**src/wig_params.svh**
```systemverilog
`ifndef WIG_PARAMS_SVH
`define WIG_PARAMS_SVH
// register byte addresses
`define WIG_OFF_WAKE      12'h064
`define WIG_OFF_PKT       12'h068
`define WIG_OFF_IRQ_STAT  12'h0C0
`define WIG_OFF_IRQ_EN    12'h0C4
`define WIG_OFF_IRQ_CLR   12'h0C8
`define WIG_OFF_CTRL      12'h0CC
// field positions
`define WIG_POL_LSB       16
`define WIG_LINKUP_BIT    31
`define WIG_ALWAYS_BIT    31
`define WIG_SRC_LSB       11
`define WIG_SEVEN         7
// writable masks
`define WIG_WAKE_MASK     32'h87FF07FF
`define WIG_PKT_MASK      32'h800FFFFF
// reset values
`define WIG_RST_ZERO      32'h00000000
`endif

```
**src/wig_pkg.sv**
```systemverilog
package wig_pkg;
    // wake-enable image source, gray coded
    typedef enum logic [1:0] {
        WIG_IMG_NONE   = 2'b00,
        WIG_IMG_LOADED = 2'b01
    } wig_img_e;
    // all block state
    typedef struct packed {
        logic [10:0] wake_allow;
        logic [10:0] active_level;
        logic        link_up_wake_enable;
        logic [19:0] event_allow;
        logic        packet_always_on;
        logic [10:0] eeprom_image;
        wig_img_e    img;
        logic [2:0]  irq_stat;
        logic [2:0]  irq_en;
        logic        protect;
        logic [31:0] prdata;
        logic        pready;
        logic        pslverr;
        logic [10:0] wake_hit;
        logic        wake;
        logic        link_wake;
        logic        packet_req;
        logic        irq;
    } wig_state_s;
endpackage

```
**src/wig_gate.sv**
```systemverilog
`timescale 1ns/100ps
`include "wig_params.svh"
// Operation
// - wake enable bit gates each pin's wake
// - polarity bit picks active pin level
// - non-gpio pins never wake the device
// - link-up enable lets pin seven wake
// - wake enables default from eeprom image
// - usb or lite reset restores image
// - protection shields wake field on usb or lite reset
// - always-on sends packet every interval
// - otherwise packet only on enabled event
// - bits 19..16 gate mac and fifo events
// - bits 15..11 gate phy and tx events
// - bits 10..0 gate pin events
// - one enables event, zero blocks it
// - control and polarity reset to zero
module wig_gate #(
    parameter int PINS    = 11,  // general purpose pins
    parameter int SOURCES = 9    // internal event sources
) (
    input  wire logic        pclk,
    input  wire logic        presetn,
    input  wire logic        psel,
    input  wire logic        penable,
    input  wire logic        pwrite,
    input  wire logic [11:0] paddr,
    input  wire logic [31:0] pwdata,
    input  wire logic [3:0]  pstrb,
    output logic [31:0]      prdata,
    output logic             pready,
    output logic             pslverr,
    input  wire logic [10:0] pin_level,         // synchronous pin levels
    input  wire logic [10:0] pin_is_gpio,       // pin muxed as gpio
    input  wire logic        suspended,         // suspend zero or three
    input  wire logic        usb_reset,         // usb bus reset pulse
    input  wire logic        lite_reset,        // soft reset pulse
    input  wire logic        eeprom_load,       // image load strobe
    input  wire logic [10:0] eeprom_wake,       // loaded wake bits
    input  wire logic [8:0]  src_event,         // mac/fifo/phy/tx events
    input  wire logic        poll_interval,     // endpoint interval tick
    output logic [10:0]      wake_hit,          // per pin wake request
    output logic             wake,              // any per pin wake request
    output logic             link_wake,         // link-up wake via pin seven
    output logic             packet_req,        // send interrupt packet
    output logic             irq
);

    // elaboration check: layout is fixed to 11 pins, 9 sources
    if (PINS != 11 || SOURCES != 9) begin : g_bad
        $error("wig_gate supports 11 pins and 9 sources only");
    end

    wig_pkg::wig_state_s s_q;  // registered state
    wig_pkg::wig_state_s s_d;  // next state

    // pin asserted at its selected level
    function automatic logic [10:0] level_match(input logic [10:0] lvl, input logic [10:0] pol);
        level_match = ~(lvl ^ pol);
    endfunction

    // word read from a register address
    function automatic logic [31:0] read_word(input wig_pkg::wig_state_s s, input logic [11:0] a);
        read_word = 32'h00000000;  // unmapped and reserved read zero
        if (a == `WIG_OFF_WAKE) begin
            read_word = {s.link_up_wake_enable, 4'h0, s.active_level, 5'h00, s.wake_allow};
        end else if (a == `WIG_OFF_PKT) begin
            read_word = {s.packet_always_on, 11'h000, s.event_allow};
        end else if (a == `WIG_OFF_IRQ_STAT) begin
            read_word = {29'h00000000, s.irq_stat};
        end else if (a == `WIG_OFF_IRQ_EN) begin
            read_word = {29'h00000000, s.irq_en};
        end else if (a == `WIG_OFF_CTRL) begin
            read_word = {30'h00000000, s.img == wig_pkg::WIG_IMG_LOADED, s.protect};
        end
    endfunction

    logic [31:0] wmask;  // byte-lane mask
    logic        wr;     // write takes effect
    logic        rd;     // read access phase
    logic [31:0] wv;     // merged wake word
    logic [31:0] pv;     // merged packet word
    logic [10:0] pin_ev;  // qualified pin events
    logic [19:0] all_ev;  // all event sources
    logic        any_ev;

    // next-state logic
    always_comb begin
        s_d   = s_q;
        wmask = {{8{pstrb[3]}}, {8{pstrb[2]}}, {8{pstrb[1]}}, {8{pstrb[0]}}};
        wr    = psel && penable && pwrite;
        rd    = psel && penable && !pwrite;
        wv    = {s_q.link_up_wake_enable, 4'h0, s_q.active_level, 5'h00, s_q.wake_allow};
        pv    = {s_q.packet_always_on, 11'h000, s_q.event_allow};

        // zero-wait slave: ready in every access phase
        s_d.pready  = psel && !penable;
        s_d.pslverr = 1'b0;
        if (psel && !penable && !pwrite) begin
            s_d.prdata = read_word(s_q, paddr);
        end

        // register writes, reserved bits masked off
        if (wr && paddr == `WIG_OFF_WAKE) begin
            wv = ((wv & ~wmask) | (pwdata & wmask)) & `WIG_WAKE_MASK;
            s_d.wake_allow          = wv[10:0];
            s_d.active_level        = wv[`WIG_POL_LSB +: 11];
            s_d.link_up_wake_enable = wv[`WIG_LINKUP_BIT];
        end else if (wr && paddr == `WIG_OFF_PKT) begin
            pv = ((pv & ~wmask) | (pwdata & wmask)) & `WIG_PKT_MASK;
            s_d.event_allow      = pv[19:0];
            s_d.packet_always_on = pv[`WIG_ALWAYS_BIT];
        end else if (wr && paddr == `WIG_OFF_IRQ_EN && pstrb[0]) begin
            s_d.irq_en = pwdata[2:0];
        end else if (wr && paddr == `WIG_OFF_CTRL && pstrb[0]) begin
            s_d.protect = pwdata[0];
        end

        // eeprom load refreshes the image and the field
        if (eeprom_load) begin
            s_d.eeprom_image = eeprom_wake;
            s_d.img          = wig_pkg::WIG_IMG_LOADED;
            s_d.wake_allow   = eeprom_wake;
        end else if ((usb_reset || lite_reset) && !s_q.protect) begin
            // image is zero when no eeprom was ever loaded
            s_d.wake_allow = (s_q.img == wig_pkg::WIG_IMG_LOADED) ? s_q.eeprom_image : 11'h000;
        end

        // pin wake qualification
        pin_ev        = level_match(pin_level, s_q.active_level) & pin_is_gpio;
        s_d.wake_hit  = pin_ev & s_q.wake_allow;
        s_d.wake      = |(pin_ev & s_q.wake_allow);
        s_d.link_wake = s_q.link_up_wake_enable && suspended && pin_ev[`WIG_SEVEN];

        // interrupt packet gating
        all_ev = {src_event, pin_ev};  // sources sit at bits 19..11
        any_ev = |(all_ev & s_q.event_allow);
        s_d.packet_req = poll_interval && (s_q.packet_always_on || any_ev);

        // sticky status: set wins over a same-cycle clear
        if (wr && paddr == `WIG_OFF_IRQ_CLR && pstrb[0]) begin
            s_d.irq_stat = s_q.irq_stat & ~pwdata[2:0];
        end
        s_d.irq_stat = s_d.irq_stat | {any_ev, s_d.link_wake, s_d.wake};
        s_d.irq      = |(s_d.irq_stat & s_d.irq_en);
    end

    // state register; everything resets to zero
    always_ff @(posedge pclk or negedge presetn) begin
        if (!presetn) begin
            s_q <= '0;
        end else begin
            s_q <= s_d;
        end
    end

    // outputs straight from flops
    assign prdata     = s_q.prdata;
    assign pready     = s_q.pready;
    assign pslverr    = s_q.pslverr;
    assign wake_hit   = s_q.wake_hit;
    assign wake       = s_q.wake;
    assign link_wake  = s_q.link_wake;
    assign packet_req = s_q.packet_req;
    assign irq        = s_q.irq;

endmodule

```
**config.mk**
```make
export PLATFORM = sky130hd
export DESIGN_NAME = wig_gate
export DESIGN_NICKNAME = d
export VERILOG_FILES = /design/src/wig_pkg.sv /design/src/wig_gate.sv
export VERILOG_INCLUDE_DIRS = /design/src
export SDC_FILE = /design/constraint.sdc
export NUM_CORES = 1
export LEC_CHECK = 0
export BUFFER_PORTS_ARGS = -buffer_cell sky130_fd_sc_hd__buf_2
export CORE_AREA = 2 2 80 139
export DETAILED_ROUTE_END_ITERATION = 10
export DIE_AREA = 0 0 82 141
export GPL_TIMING_DRIVEN = 0
export PLACE_DENSITY = 0.85
export SLEW_MARGIN = 20
export SYNTH_ARGS = -nofsm -noshare
export SYNTH_HDL_FRONTEND = slang
export SYNTH_SLANG_ARGS = --single-unit
```
**constraint.sdc**
```tcl
create_clock -name pclk -period 2.02 [get_ports pclk]
set_clock_uncertainty 0.2 [all_clocks]
set_input_delay 0.404 -clock pclk [delete_from_list [all_inputs] [get_ports pclk]]
set_output_delay 0.404 -clock pclk [all_outputs]
set_load 0.02 [all_outputs]
```
==> results.cfg <==
[status]
status = complete, but fails checks
violations = negative setup slack

[logic_synthesis]
synth_edf_count = 0
synth_ff_type = dfrtp_1
syn-cell-area_um2 = 5270
yosys_register_bits = 107
synthTopCellsByArea = dfrtp_1 (51%), mux2_2 (10%), buf_4 (6.6%)
postSynth.asyncResetShare_pct = 100
synth_top_area_share_pct = 50.8
yosys-top-cells-count = dfrtp_1 (107), nand2_1 (54), mux2_2 (49)
avgSynthCellArea_um2 = 10.7
synth.most_common_cell = dfrtp_1
postSynthCellCount = 492
synth_cell_types = 46
synth_seq_area_share_pct = 50.8
synth_top_area_cell = dfrtp_1
yosysWarningCount = 0

[detailed_routing]
wl_per_cell_um = 20.7
viasPerCell = 5.94
finalWirelength_um = 16400
drt_iter0_markers = 372
vias = 4697
ant_nets = 0
dr.pass1.iters = 6
drc = 0

[pwr]
total_power_uw = 4870
p_per_area_nw_per_um2 = 679
total_leakage_power_uw = 0.00351
ir_worst_vdd_mv = 0.508

[sta]
report.final.setup_viol = 33
fmax_ghz = 0.440
fin_ws_ns = -0.255
tns_ns = -2.49
slew_headroom_pct = 50.7
min_period_ns = 2.27
worst_slew_pin_slew_ns = 0.740
rsz0062_at_grt = true
finalHoldViolations = 0
period_share_pct = 113
final-max-slew-violation-count = 0

[clocking]
htreeDepth = 3
clock-sinks = 107
cts_max_path_buffers = 2
cts_root_buf = clkbuf_16
clock_latency_ns = 0.35
cts_made_buffers = 9
clk_pin_slew_worst_paths_ns = 0.07
cts_tree = built

[place]
io_buffer_count = 135
post-place-ws_ns = -0.634
hpwl_um = 11900
dpl_cell_area_um2 = 6370
post-place-cells = 762
place_congestion = 0.917

[worst_setup_path]
path_buf_inv = 1
cp_top_family = simple AND/OR/NAND/NOR gates
crit_path_start_kind = input port
crit_fanout = 5
r2r-end = irq
cp-end-kind = flip-flop
crit_arrival_ns = 2.31
reg2reg_setup_slack_ns = -0.18
crit_type = input port to flip-flop
r2r_cells = 5
slowest_delay_ns = 0.47
cp.required_ns = 2.05
path_cells = buf_2 -> nor4_1 -> nand4_1 -> nor2_1 -> mux2_2 -> a221o_1
crit_slowest_cell = nor4_1

[grt]
overflow = 0
first_global_vias = 4677
gr-usage-all-layers_pct = 28.3
grt_antenna_before_repair = 0
grt_max_degree = 65
grt_first_pass_wirelength_um = 24200

[min_path]
worstHoldPathCells = 2
worstHoldEndpoint = pready
worstHoldStart = penable
hold_class = input port to flip-flop

[finish]
diodes = 0
instances_no_fill = 791
fillers = 781
synthToLayoutAreaGrowth_pct = 36.0
drive_gt1_share_pct = 50.2
nNetsFinal = 759
fin_area_um2 = 7160

[floorplan]
fp.dieArea_um2 = 11600
start_util_pct = 50.1
die_w_um = 82
rows = 50
fp.dieH_um = 141
core_area_um2 = 10500
io_pins = 149

[job]
cap_viol_max_count = 0
## metrics by stage
stage | utilization (%) | hold WS, ns
after floorplan | - | -0.0916
after global placement | 60.3 | 0.250
after detailed placement | 60.6 | 0.158
after CTS | 65.8 | 0.0480
after global routing | 68.2 | 0.0796
final | 68.2 | 0.0582
## kinds of logic (layout without fill, tap and decap cells)
logic type / after synthesis / in the layout / synth area share [%]
simple gates: 148 / 148 / 14.4
compound gates: 107 / 107 / 13.9
flops: 107 / 107 / 50.8
buf+inv: 68 / 233 / 8.26
mux: 50 / 50 / 10.7
xor+xnor: 11 / 11 / 1.83
other cells: 1 / 5 / 0.0712
## worst max-delay path by stage
stage | start | to | slack (ns) | depth (start not counted)
final | paddr[9] | irq | -0.25 | 6
after global routing | flip-flop | irq | -0.28 | 5
after CTS | paddr[10] | flip-flop | -0.06 | 6
after detailed placement | paddr[1] | flip-flop | -0.63 | 5
after global placement | presetn | prdata[31] | -0.76 | 1
after floorplan | paddr[3] | flip-flop | -0.21 | 6
## layout make-up
cell class,count,area [um2],area share [%]
Multi-Input combinational cell,321,2600,36.3
Sequential cell,107,2680,37.4
Inverter,1,3.75,0.0524
Buffer,64,488,6.81
Timing Repair Buffer,155,953,13.3
Tap cell,130,163,2.27
Clock buffer,11,243,3.39
Clock inverter,2,38.8,0.541
## worst register-to-register path: stages (launching register included)
cell      delay [ns]
dfrtp_1         0.40
a222oi_1        0.38
nand3_1         0.21
a221oi_4        0.32
nand4_1         0.22
a221o_1         0.35
## routing by layer
layer	track usage [%]	share of wire, %
met1	32.0	34
met4	17.8	6.6
met5	0	0
met2	48.8	53
met3	3.71	6.6
## layout by cell type (no fill, tap or decap), types with 4 or more instances in the layout
cell type    n
and3_1       7
o21ai_1      5
mux2_2      17
nor2_4       5
a21oi_2     15
mux2_4      32
nor2_1      39
clkbuf_1     8
clkbuf_2     4
a22oi_1     16
a221o_1     12
buf_6       11
clkbuf_16   10
nand2_1     53
buf_12       5
buf_2      130
xor2_2       8
buf_4       54
nor2b_1      5
dfrtp_1    107
a21oi_1      9
a221oi_2    13
o22ai_1     10
nand3_1     11
o21ai_0     15
conb_1       5
## where the power goes
group          switching, uW  internal [uW]  leakage [uW]
clock network            750            977      0.000138
registers               98.8           2260       0.00141
logic                    433            350       0.00197
## what timing repair did
action / in CTS / in global routing
setup endpoints to repair: 59 / 58
setup buffers: 8 / 8
pin swaps: 12 / 21
hold buffers: 1 / 0
gates resized for setup: 36 / 47
cloned: 0 / 2
hold endpoints to repair: 43 / 0
Note: power is estimated with default switching activity, not from simulation.
